### config.mk
export PLATFORM = sky130hd
export DESIGN_NAME = cc5_channel_regs
export DESIGN_NICKNAME = d
export VERILOG_FILES = /design/src/hdl/cc5_pkg.sv /design/src/hdl/cc5_channel_regs.sv /design/src/hdl/cc5_cal_pair.sv
export SDC_FILE = /design/constraint.sdc
export NUM_CORES = 1
export LEC_CHECK = 0
export BUFFER_PORTS_ARGS = -buffer_cell sky130_fd_sc_hd__buf_2
export CORE_ASPECT_RATIO = 0.8
export CORE_MARGIN = 4
export CORE_UTILIZATION = 49
export DETAILED_ROUTE_END_ITERATION = 12
export PLACE_DENSITY = 0.8
export SKIP_CTS_REPAIR_TIMING = 1
export SYNTH_ARGS = -nofsm -noshare
export SYNTH_HDL_FRONTEND = slang
export SYNTH_SLANG_ARGS = --single-unit
### constraint.sdc
create_clock -name mclk -period 1.8 [get_ports mclk]
set_input_delay 0.18 -clock mclk [delete_from_list [all_inputs] [get_ports mclk]]
set_output_delay 0.18 -clock mclk [all_outputs]
set_load 0.005 [all_outputs]
### src/hdl/cc5_pkg.sv
// Purpose: Shared constants and types for the channel five register group.
// Assumes: Avalon-MM slave with 32-bit data and a byte address bus.
// Notes: Printed register offsets are word indices; byte address is 4x.
package cc5_pkg;

    // Avalon bus geometry
    localparam int ADDR_W = 8;
    localparam int DATA_W = 32;
    localparam int BE_W = 4;
    localparam int REG_W = 16;

    // Register word indices
    localparam logic [5:0] CFG_IDX = 6'h22;
    localparam logic [5:0] OFFSET_HIGH_IDX = 6'h23;
    localparam logic [5:0] OFFSET_LOW_IDX = 6'h24;
    localparam logic [5:0] GAIN_HIGH_IDX = 6'h25;
    localparam logic [5:0] GAIN_LOW_IDX = 6'h26;

    // Values after reset
    localparam logic [15:0] CFG_RESET = 16'h0000;
    localparam logic [15:0] OFFSET_HIGH_RESET = 16'h0000;
    localparam logic [15:0] OFFSET_LOW_RESET = 16'h0000;
    localparam logic [15:0] GAIN_HIGH_RESET = 16'h8000;
    localparam logic [15:0] GAIN_LOW_RESET = 16'h0000;

    // Configuration register field positions
    localparam int PHASE_MSB = 15;
    localparam int PHASE_LSB = 6;
    localparam int CFG_RSVD_MSB = 5;
    localparam int CFG_RSVD_LSB = 3;
    localparam int DC_DIS_POS = 2;
    localparam int SEL_MSB = 1;
    localparam int SEL_LSB = 0;

    // Calibration low register: data byte sits in the upper half
    localparam int CAL_LOW_LSB = 8;
    localparam int CAL_LOW_W = 8;

    // Global DC filter field width and its off code
    localparam int DC_FIELD_W = 4;
    localparam logic [3:0] DC_FIELD_OFF = 4'h0;

    // Channel input selection codes
    typedef enum logic [1:0] {
        SEL_NORMAL = 2'b00,
        SEL_SHORTED = 2'b01,
        SEL_TEST_POS = 2'b10,
        SEL_TEST_NEG = 2'b11
    } cc5_input_sel_t;

    // One-hot input path positions
    localparam int PATH_NORMAL = 0;
    localparam int PATH_SHORTED = 1;
    localparam int PATH_TEST_POS = 2;
    localparam int PATH_TEST_NEG = 3;

endpackage

### src/hdl/cc5_channel_regs.sv
// Purpose: Channel five configuration and calibration register group.
// Assumes: Avalon-MM slave, one clock, async active-low reset.
// Notes: Every access takes exactly one wait state.
//
// Operation
// - Config bits 15:6 hold a ten-bit signed phase delay in modulator clocks.
// - Config bits 5:3 are read-only and always read zero.
// - Config bit 2 set disables this channel's DC filter, clear leaves it global.
// - Config bits 1:0 pick normal, shorted, positive test or negative test input.
// - The config register sits at index 22h and resets to 0000h.
// - Offset calibration is 24-bit signed with bits 23:8 in the offset high word.
// - Offset bits 7:0 sit in bits 15:8 of the offset low register.
// - Gain calibration is 24-bit unsigned with bits 23:8 in the gain high word.
// - Gain bits 7:0 sit in bits 15:8 of the gain low register.
// - The gain high word sits at index 25h and resets to 8000h for unity gain.
// - The low byte of each calibration low register is read-only zero.
// - Offset high at 23h, offset low at 24h and gain low at 26h reset to zero.
// - The channel disable acts only when set, else the global field rules.
`timescale 1ns/1ps
`default_nettype none
module cc5_channel_regs #(
    parameter int PHASE_W = 10,
    parameter int CAL_W = 24
) (
    input wire logic mclk,
    input wire logic rst_n,
    input wire logic [cc5_pkg::ADDR_W-1:0] avs_address,
    input wire logic avs_read,
    input wire logic avs_write,
    input wire logic [cc5_pkg::DATA_W-1:0] avs_writedata,
    input wire logic [cc5_pkg::BE_W-1:0] avs_byteenable,
    output logic [cc5_pkg::DATA_W-1:0] avs_readdata,
    output logic avs_waitrequest,
    input wire logic [cc5_pkg::DC_FIELD_W-1:0] global_dc_filter_field,
    output logic signed [PHASE_W-1:0] phase_delay_field,
    output logic dc_filter_disable_bit,
    output cc5_pkg::cc5_input_sel_t input_select_field,
    output logic [3:0] input_path_onehot,
    output logic [cc5_pkg::DC_FIELD_W-1:0] dc_filter_setting,
    output logic dc_filter_active,
    output logic signed [CAL_W-1:0] offset_cal_value,
    output logic [CAL_W-1:0] gain_cal_value
);
    import cc5_pkg::*;

    // Number of calibration pairs: offset first, gain second
    localparam int NUM_CAL = 2;
    localparam int CAL_OFFSET = 0;
    localparam int CAL_GAIN = 1;

    // True when a byte address lands on the given word index
    function automatic logic addr_hits(
        input logic [ADDR_W-1:0] addr,
        input logic [5:0] idx
    );
        addr_hits = (addr[ADDR_W-1:2] == idx) && (addr[1:0] == 2'b00);
    endfunction

    // Select code to one-hot input path
    function automatic logic [3:0] path_decode(input cc5_input_sel_t sel);
        logic [3:0] hot;
        hot = 4'h0;
        unique case (sel)
            SEL_NORMAL: begin
                hot[PATH_NORMAL] = 1'b1;
            end
            SEL_SHORTED: begin
                hot[PATH_SHORTED] = 1'b1;
            end
            SEL_TEST_POS: begin
                hot[PATH_TEST_POS] = 1'b1;
            end
            SEL_TEST_NEG: begin
                hot[PATH_TEST_NEG] = 1'b1;
            end
        endcase
        path_decode = hot;
    endfunction

    // Bus handshake state
    logic req;
    logic ack;
    logic commit;

    // Address decode
    logic sel_cfg;
    logic sel_offset_high;
    logic sel_offset_low;
    logic sel_gain_high;
    logic sel_gain_low;

    // Configuration register storage (reserved bits are not stored)
    logic [PHASE_W-1:0] phase_reg;
    logic dc_dis_reg;
    cc5_input_sel_t sel_reg;
    logic [REG_W-1:0] cfg_rd;

    // Calibration pair wiring
    logic cal_wr_high [NUM_CAL];
    logic cal_wr_low [NUM_CAL];
    logic [REG_W-1:0] cal_high_rd [NUM_CAL];
    logic [REG_W-1:0] cal_low_rd [NUM_CAL];
    logic [CAL_W-1:0] cal_value [NUM_CAL];

    // Read return
    logic [DATA_W-1:0] next_readdata;

    // Request is held by the master until it sees waitrequest low
    assign req = avs_read | avs_write;

    // One wait state: high in the first cycle of every request
    assign avs_waitrequest = req & ~ack;

    // Acknowledge toggles so back-to-back requests each wait once
    always_ff @(posedge mclk or negedge rst_n) begin
        if (!rst_n) begin
            ack <= 1'b0;
        end else begin
            ack <= req & ~ack;
        end
    end

    // A write lands on the edge where waitrequest is seen low
    assign commit = avs_write & ack;

    // Register selection by word index
    assign sel_cfg = addr_hits(avs_address, CFG_IDX);
    assign sel_offset_high = addr_hits(avs_address, OFFSET_HIGH_IDX);
    assign sel_offset_low = addr_hits(avs_address, OFFSET_LOW_IDX);
    assign sel_gain_high = addr_hits(avs_address, GAIN_HIGH_IDX);
    assign sel_gain_low = addr_hits(avs_address, GAIN_LOW_IDX);

    // Phase delay field, split over two byte lanes
    always_ff @(posedge mclk or negedge rst_n) begin
        if (!rst_n) begin
            phase_reg <= CFG_RESET[PHASE_MSB:PHASE_LSB];
        end else if (commit && sel_cfg) begin
            if (avs_byteenable[1]) begin
                phase_reg[PHASE_W-1:2] <= avs_writedata[PHASE_MSB:8];
            end
            if (avs_byteenable[0]) begin
                phase_reg[1:0] <= avs_writedata[7:PHASE_LSB];
            end
        end
    end

    // Per-channel DC filter disable bit
    always_ff @(posedge mclk or negedge rst_n) begin
        if (!rst_n) begin
            dc_dis_reg <= CFG_RESET[DC_DIS_POS];
        end else if (commit && sel_cfg && avs_byteenable[0]) begin
            dc_dis_reg <= avs_writedata[DC_DIS_POS];
        end
    end

    // Input selection field; bits 5:3 of the write are dropped
    always_ff @(posedge mclk or negedge rst_n) begin
        if (!rst_n) begin
            sel_reg <= cc5_input_sel_t'(CFG_RESET[SEL_MSB:SEL_LSB]);
        end else if (commit && sel_cfg && avs_byteenable[0]) begin
            sel_reg <= cc5_input_sel_t'(avs_writedata[SEL_MSB:SEL_LSB]);
        end
    end

    // Configuration read view with reserved bits forced low
    always_comb begin
        cfg_rd = '0;
        cfg_rd[PHASE_MSB:PHASE_LSB] = phase_reg;
        cfg_rd[CFG_RSVD_MSB:CFG_RSVD_LSB] = 3'b000;
        cfg_rd[DC_DIS_POS] = dc_dis_reg;
        cfg_rd[SEL_MSB:SEL_LSB] = sel_reg;
    end

    // Write strobes for the calibration pairs
    assign cal_wr_high[CAL_OFFSET] = commit & sel_offset_high;
    assign cal_wr_low[CAL_OFFSET] = commit & sel_offset_low;
    assign cal_wr_high[CAL_GAIN] = commit & sel_gain_high;
    assign cal_wr_low[CAL_GAIN] = commit & sel_gain_low;

    // Offset and gain calibration storage
    for (genvar i = 0; i < NUM_CAL; i++) begin : g_cal
        localparam logic [15:0] HI_RST =
            (i == CAL_GAIN) ? GAIN_HIGH_RESET : OFFSET_HIGH_RESET;
        localparam logic [15:0] LO_RST =
            (i == CAL_GAIN) ? GAIN_LOW_RESET : OFFSET_LOW_RESET;
        cc5_cal_pair #(
            .HIGH_RESET(HI_RST),
            .LOW_RESET(LO_RST)
        ) u_pair (
            .mclk(mclk),
            .rst_n(rst_n),
            .wr_high(cal_wr_high[i]),
            .wr_low(cal_wr_low[i]),
            .byte_en(avs_byteenable[1:0]),
            .wdata(avs_writedata[REG_W-1:0]),
            .high_rd(cal_high_rd[i]),
            .low_rd(cal_low_rd[i]),
            .value(cal_value[i])
        );
    end

    // Read multiplexer; unmapped addresses and upper lanes read zero
    always_comb begin
        next_readdata = '0;
        if (sel_cfg) begin
            next_readdata[REG_W-1:0] = cfg_rd;
        end else if (sel_offset_high) begin
            next_readdata[REG_W-1:0] = cal_high_rd[CAL_OFFSET];
        end else if (sel_offset_low) begin
            next_readdata[REG_W-1:0] = cal_low_rd[CAL_OFFSET];
        end else if (sel_gain_high) begin
            next_readdata[REG_W-1:0] = cal_high_rd[CAL_GAIN];
        end else if (sel_gain_low) begin
            next_readdata[REG_W-1:0] = cal_low_rd[CAL_GAIN];
        end
    end

    // Read data captured in the wait cycle, held until the next read
    always_ff @(posedge mclk or negedge rst_n) begin
        if (!rst_n) begin
            avs_readdata <= '0;
        end else if (avs_read && !ack) begin
            avs_readdata <= next_readdata;
        end
    end

    // Configuration fields straight from storage
    assign phase_delay_field = $signed(phase_reg);
    assign dc_filter_disable_bit = dc_dis_reg;
    assign input_select_field = sel_reg;

    // Registered one-hot input path for the analog front end
    always_ff @(posedge mclk or negedge rst_n) begin
        if (!rst_n) begin
            input_path_onehot <= path_decode(cc5_input_sel_t'(CFG_RESET[1:0]));
        end else begin
            input_path_onehot <= path_decode(sel_reg);
        end
    end

    // Effective DC filter setting: local disable overrides global field
    always_ff @(posedge mclk or negedge rst_n) begin
        if (!rst_n) begin
            dc_filter_setting <= DC_FIELD_OFF;
            dc_filter_active <= 1'b0;
        end else if (dc_dis_reg) begin
            dc_filter_setting <= DC_FIELD_OFF;
            dc_filter_active <= 1'b0;
        end else begin
            dc_filter_setting <= global_dc_filter_field;
            dc_filter_active <= (global_dc_filter_field != DC_FIELD_OFF);
        end
    end

    // Assembled calibration words
    assign offset_cal_value = $signed(cal_value[CAL_OFFSET]);
    assign gain_cal_value = cal_value[CAL_GAIN];

endmodule
`default_nettype wire

### src/hdl/cc5_cal_pair.sv
// Purpose: One calibration word split over a high and a low register.
// Assumes: Write strobes arrive already decoded and qualified by the bus.
// Notes: Low register keeps only its upper byte; the lower byte is absent.
`timescale 1ns/1ps
`default_nettype none
module cc5_cal_pair #(
    parameter logic [15:0] HIGH_RESET = 16'h0000,
    parameter logic [15:0] LOW_RESET = 16'h0000
) (
    input wire logic mclk,
    input wire logic rst_n,
    input wire logic wr_high,
    input wire logic wr_low,
    input wire logic [1:0] byte_en,
    input wire logic [15:0] wdata,
    output logic [15:0] high_rd,
    output logic [15:0] low_rd,
    output logic [23:0] value
);
    import cc5_pkg::*;

    logic [15:0] high_word;
    logic [7:0] low_byte;

    // High word, writable byte by byte
    always_ff @(posedge mclk or negedge rst_n) begin
        if (!rst_n) begin
            high_word <= HIGH_RESET;
        end else if (wr_high) begin
            if (byte_en[0]) begin
                high_word[7:0] <= wdata[7:0];
            end
            if (byte_en[1]) begin
                high_word[15:8] <= wdata[15:8];
            end
        end
    end

    // Low byte from bits 15:8; bits 7:0 are not stored
    always_ff @(posedge mclk or negedge rst_n) begin
        if (!rst_n) begin
            low_byte <= LOW_RESET[15:8];
        end else if (wr_low && byte_en[1]) begin
            low_byte <= wdata[15:8];
        end
    end

    // Read views and the assembled 24-bit word
    assign high_rd = high_word;
    assign low_rd = {low_byte, 8'h00};
    assign value = {high_word, low_byte};

endmodule
`default_nettype wire

=== Yosys cells after proc, flatten, opt, wreduce, memory -nomap -nowiden ===
Index checks and enable logic that the tools add are counted.

* Bits in registers: 87
* Bits in latches: 0
* Bits in writable memories: 0
* Bits in read-only memories: 0
* Output and inout port bits: 103
* Logic and storage cells: 62
* Memories: 0

* $add $sub $neg: 0
* Multiply operators: 0
* Div/mod/pow operators: 0
* $lt $le $gt $ge: 0
* Equality and inequality tests: 8
* Shift operators: 0
* Multiplexer cells: 11
* Bitwise operators: 8
* Reduce and logical (&&, ||, !) cells: 20

{| class="wikitable"
|+ Operators by type and width
! cell !! number
|-
| $mux 16 || 5
|-
| $eq 6x6->1 const B || 5
|-
| $reduce_and 2->1 || 6
|-
| $logic_and 1x1->1 || 10
|-
| $and 1x1->1 || 6
|-
| $mux 1 || 5
|-
| $eq 2x2->1 const B || 2
|-
| $logic_not 2->1 || 2
|-
| $mux 4 || 1
|-
| $reduce_bool 4->1 || 1
|-
| $eq 2x1->1 const B || 1
|-
| $logic_not 1->1 || 1
|-
| $not 1->1 || 1
|-
| $or 1x1->1 || 1
|}

=== Depth between registers and ports, before layout ===
* Word-level depth: 7
* Depth in mapped cells: 7
* Depth with buffers taken out: 4

=== By module ===
From an unflattened synthesis, not the netlist that was laid out.

* Cell total of the unflattened synthesis: 395
* Area, all modules: 4519.3 µm²

{| class="wikitable"
|+ By module, submodules not included
! module !! instances !! cells an instance !! area an instance (µm²)
|-
| cc5_channel_regs || 1 || 227 || 2250.9
|-
| cc5_cal_pair (g_cal[1].u_pair) || 1 || 84 || 1134.8
|-
| cc5_cal_pair (g_cal[0].u_pair) || 1 || 84 || 1133.6
|}

=== Least setup slack after synthesis ===
Ideal clock, no wire load.

* Kind: reg-to-reg
* Start point: register ack
* End point: register g_cal[0].u_pair.high_word[10]
* Arrival time: 1.483 ns
* Path slack: 0.193 ns
* Cell stages (with the launch flop): 6
* Buffers on the path: 2
* Path through: dfrtp_1 -> and3_1 -> clkbuf_1 -> and4_2 -> buf_2 -> mux2_2

* Cells in the longest elaborated chain, start to end: 3

{| class="wikitable"
|+ RTL lines
! element !! line !! text
|-
| start, declared || cc5_channel_regs.sv:82 || <nowiki>logic ack;</nowiki>
|-
| start signal, assigned || cc5_channel_regs.sv:119 || <nowiki>ack <= req & ~ack;</nowiki>
|-
| $and 1x1->1 || cc5_channel_regs.sv:124 || <nowiki>assign commit = avs_write & ack;</nowiki>
|-
| $and 1x1->1 || cc5_channel_regs.sv:175 || <nowiki>assign cal_wr_high[CAL_OFFSET] = commit & sel_offset_high;</nowiki>
|-
| $reduce_and 2->1 (no line) || n/a ||
|-
| end signal, assigned || cc5_cal_pair.sv:34 || <nowiki>high_word[15:8] <= wdata[15:8];</nowiki>
|-
| end, declared || cc5_cal_pair.sv:22 || <nowiki>logic [15:0] high_word;</nowiki>
|}

No other way between the ends.
A chain may end at the register's enable or synchronous reset.

=== Worst setup path in the final report ===
* Start point: register ack
* End point: register g_cal[0].u_pair.high_word[12]

Same word-level chain as after synthesis.

==> reports/results.txt <==
Synth Instances: 306
Avg Cell Area, Syn: 12.85 um^2
Setup violations, final: 0
Slowest-stage cell, CP: and4_2
WS Path Type: flop to flop
Largest net degree at the start of global routing: 39
FF+latch area: 0.002180 mm^2
Max_cap viols: 0
ANT cells: 0
Buffers added on ports: 120
Starting Density: 0.5171
Total clock buffers created by CTS: 9
Yosys warns: 0
CTS root buffer: clkbuf_8
Leakage: 2.681 nW
Min cycle time layout: 1.528 ns
Multi-input gate area: 0.001589 mm^2
Initial antenna violation count: 0
CP required: 2.04 ns
# DRC: 0
Synth unique cells: 33
Worst hold slack: 0.05076 ns
VDD IR max: 0.0004087 V
Die height: 88.12 um
CTS sink cnt: 87
CTS tree: built
Critical Path Sink Type: flop
Sum of negative setup slack: 0 ns
Worst Clk Skew: 0.007195 ns
Clk_lat worst skew: 0.35 ns
Top cells by area, synth: dfrtp_1, mux2_2, buf_4
Fill cells: 624
PwrDens: 799.0 mW/mm^2
Synth area leader: dfrtp_1
Row Count: 28
Startpoint Class: flop
Die area: 0.009529 mm^2
CP Cell Sequence: and3_1 > and4_2 > mux2_2
Synth top cells by count: dfrtp_1, mux2_2, nor2_1
Via/cell ratio: 5.307
Wire per inst: 18.12 um
Synth top area share: 0.5411
Area grow syn2layout: 25.33%
Type of the most critical hold path: input pin to flop
Status: complete, no violations
Post-synthesis sequential area ratio: 0.5544
Post-Route WL: 9966 um
I/O pins: 155
DP HPWL: 7270 um
EDFF count, synth: 0
H-tree Lvls: 3
Post-synthesis async set-or-reset flop share: 1.000
GRT Overall Usage: 0.2186
Core area: 0.007602 mm^2
CTS Buffer Depth: 2
Slowest stage delay, CP: 0.43 ns
Layout cells sized above 1: 0.5124
Vias in the first global route: 2977
FF+latch count, synth: 87
CP Max Fanout: 8
Fmax: 0.6545 GHz
Routed Antenna Nets: 0
Via Count: 2919
RSZ-0062 raised after global routing: false
Grt total ovfl: 0
Final hold vios: 0
Nets@finish: 492
Top FF cell, synth: dfrtp_1
WP data arrival: 1.77 ns
Tcrit/Tclk final: 0.8489
Fin. max-slew vios: 0
Clock slew at reported path FFs: 0.08 ns
Initial DRC count: 136
Routability cong.: 0.8450
Mapped cell area: 0.003931 mm^2
Most frequent cell after synthesis: dfrtp_1
Die extent in x: 108.1 um
TritonRoute pass-1 iters: 4
First-pass GRT wire length: 15610 um
-- per-stage QoR --
stage	instance area, um^2	power [mW]	std cells	setup slack (ns)	util
3_5_place_dp	4711	2.591	533	0.04069	0.6197
6_report	4927	3.937	550	0.2720	0.6481
5_1_grt	4927	4.127	550	0.1223	0.6481
4_1_cts	4917	3.970	549	0.2831	0.6468
3_3_place_gp	4711	2.573	533	0.08134	0.6197
2_1_floorplan	3988	2.340	321	0.1926	-
-- worst max-delay path, delay by kind of cell, from the launching register on --
kind             cells  cell delay (ns)
flip-flops           1             0.35
multiplexers         1             0.37
AND/OR/NAND/NOR      2             0.69
-- report_power, final --
group	total, mW	switching, mW	leakage, nW	internal [mW]
clock network	1.39	0.702	0.103	0.686
registers	2.10	0.0533	1.16	2.04
logic	0.450	0.250	1.42	0.200
-- registers in the layout, summed over array words and instances (netlist names) --
| signal | cells |
|---|---|
| g_cal.u_pair.high_rd | 32 |
| avs_readdata | 16 |
| g_cal.u_pair.low_byte | 16 |
| phase_delay_field | 10 |
| dc_filter_setting | 4 |
| input_path_onehot | 4 |
| input_select_field | 2 |
| ack | 1 |
| dc_filter_active | 1 |
| dc_filter_disable_bit | 1 |
-- path summary, 6_finish.rpt --
kind                                             from                          end  slack (ns)  cells after the start
worst max-delay path                              ack  g_cal[0].u_pair.high_rd[12]        0.27                      3
worst min-delay path                 avs_writedata[5]   g_cal[0].u_pair.high_rd[5]        0.05                      2
worst max register to register                    ack  g_cal[0].u_pair.high_rd[12]        0.27                      3
worst min register to register  input_select_field[0]         input_path_onehot[0]        0.50                      1
max in group asynchronous                       rst_n         input_path_onehot[0]        0.83                      3
min in group asynchronous                       rst_n   g_cal[0].u_pair.high_rd[5]        0.30                      2
-- layer usage --
metal  routed length (um)  global-route usage  vias to the layer above
li1                     -                   -                     1348
met2                 4950              0.3538                      111
met5                    0                   0                        -
met4                  116             0.07339                        0
met3                  622             0.05527                       13
met1                 4277              0.2905                     1447
-- cell families (layout without fill, tap and decap cells) --
| group | after synthesis | in the layout | synth area share |
|---|---|---|---|
| AO/OA/AOI/OAI | 29 | 29 | 0.06397 |
| buffers and inverters | 34 | 158 | 0.05570 |
| flip-flops | 87 | 87 | 0.5544 |
| multiplexers | 70 | 70 | 0.1980 |
| other | 1 | 16 | 0.0009539 |
| AND/OR/NAND/NOR | 85 | 85 | 0.1270 |
-- area by class of cell --
type / count / share of cell area
multi-input cells: 200 / 0.3225
well taps: 105 / 0.02666
flip-flops and latches: 87 / 0.4424
clock buffers: 10 / 0.02793
clock inverters: 6 / 0.01397
repair buffers: 142 / 0.1666
-- cells in the final DEF (no fill, tap or decap), types with 2 or more instances in the layout --
cell,n
buf_2,119
dfrtp_1,85
mux2_2,61
nor2_1,29
buf_4,18
conb_1,16
nor3_1,15
a221oi_1,15
nor2b_1,10
clkbuf_8,10
mux2i_1,8
o2bb2ai_1,8
nand2b_1,8
and3_1,5
a22o_1,5
buf_12,4
and4_1,3
and2_1,2
nand2_1,2
clkinv_4,2
dfstp_2,2
Power figures use the tool's default switching activity.
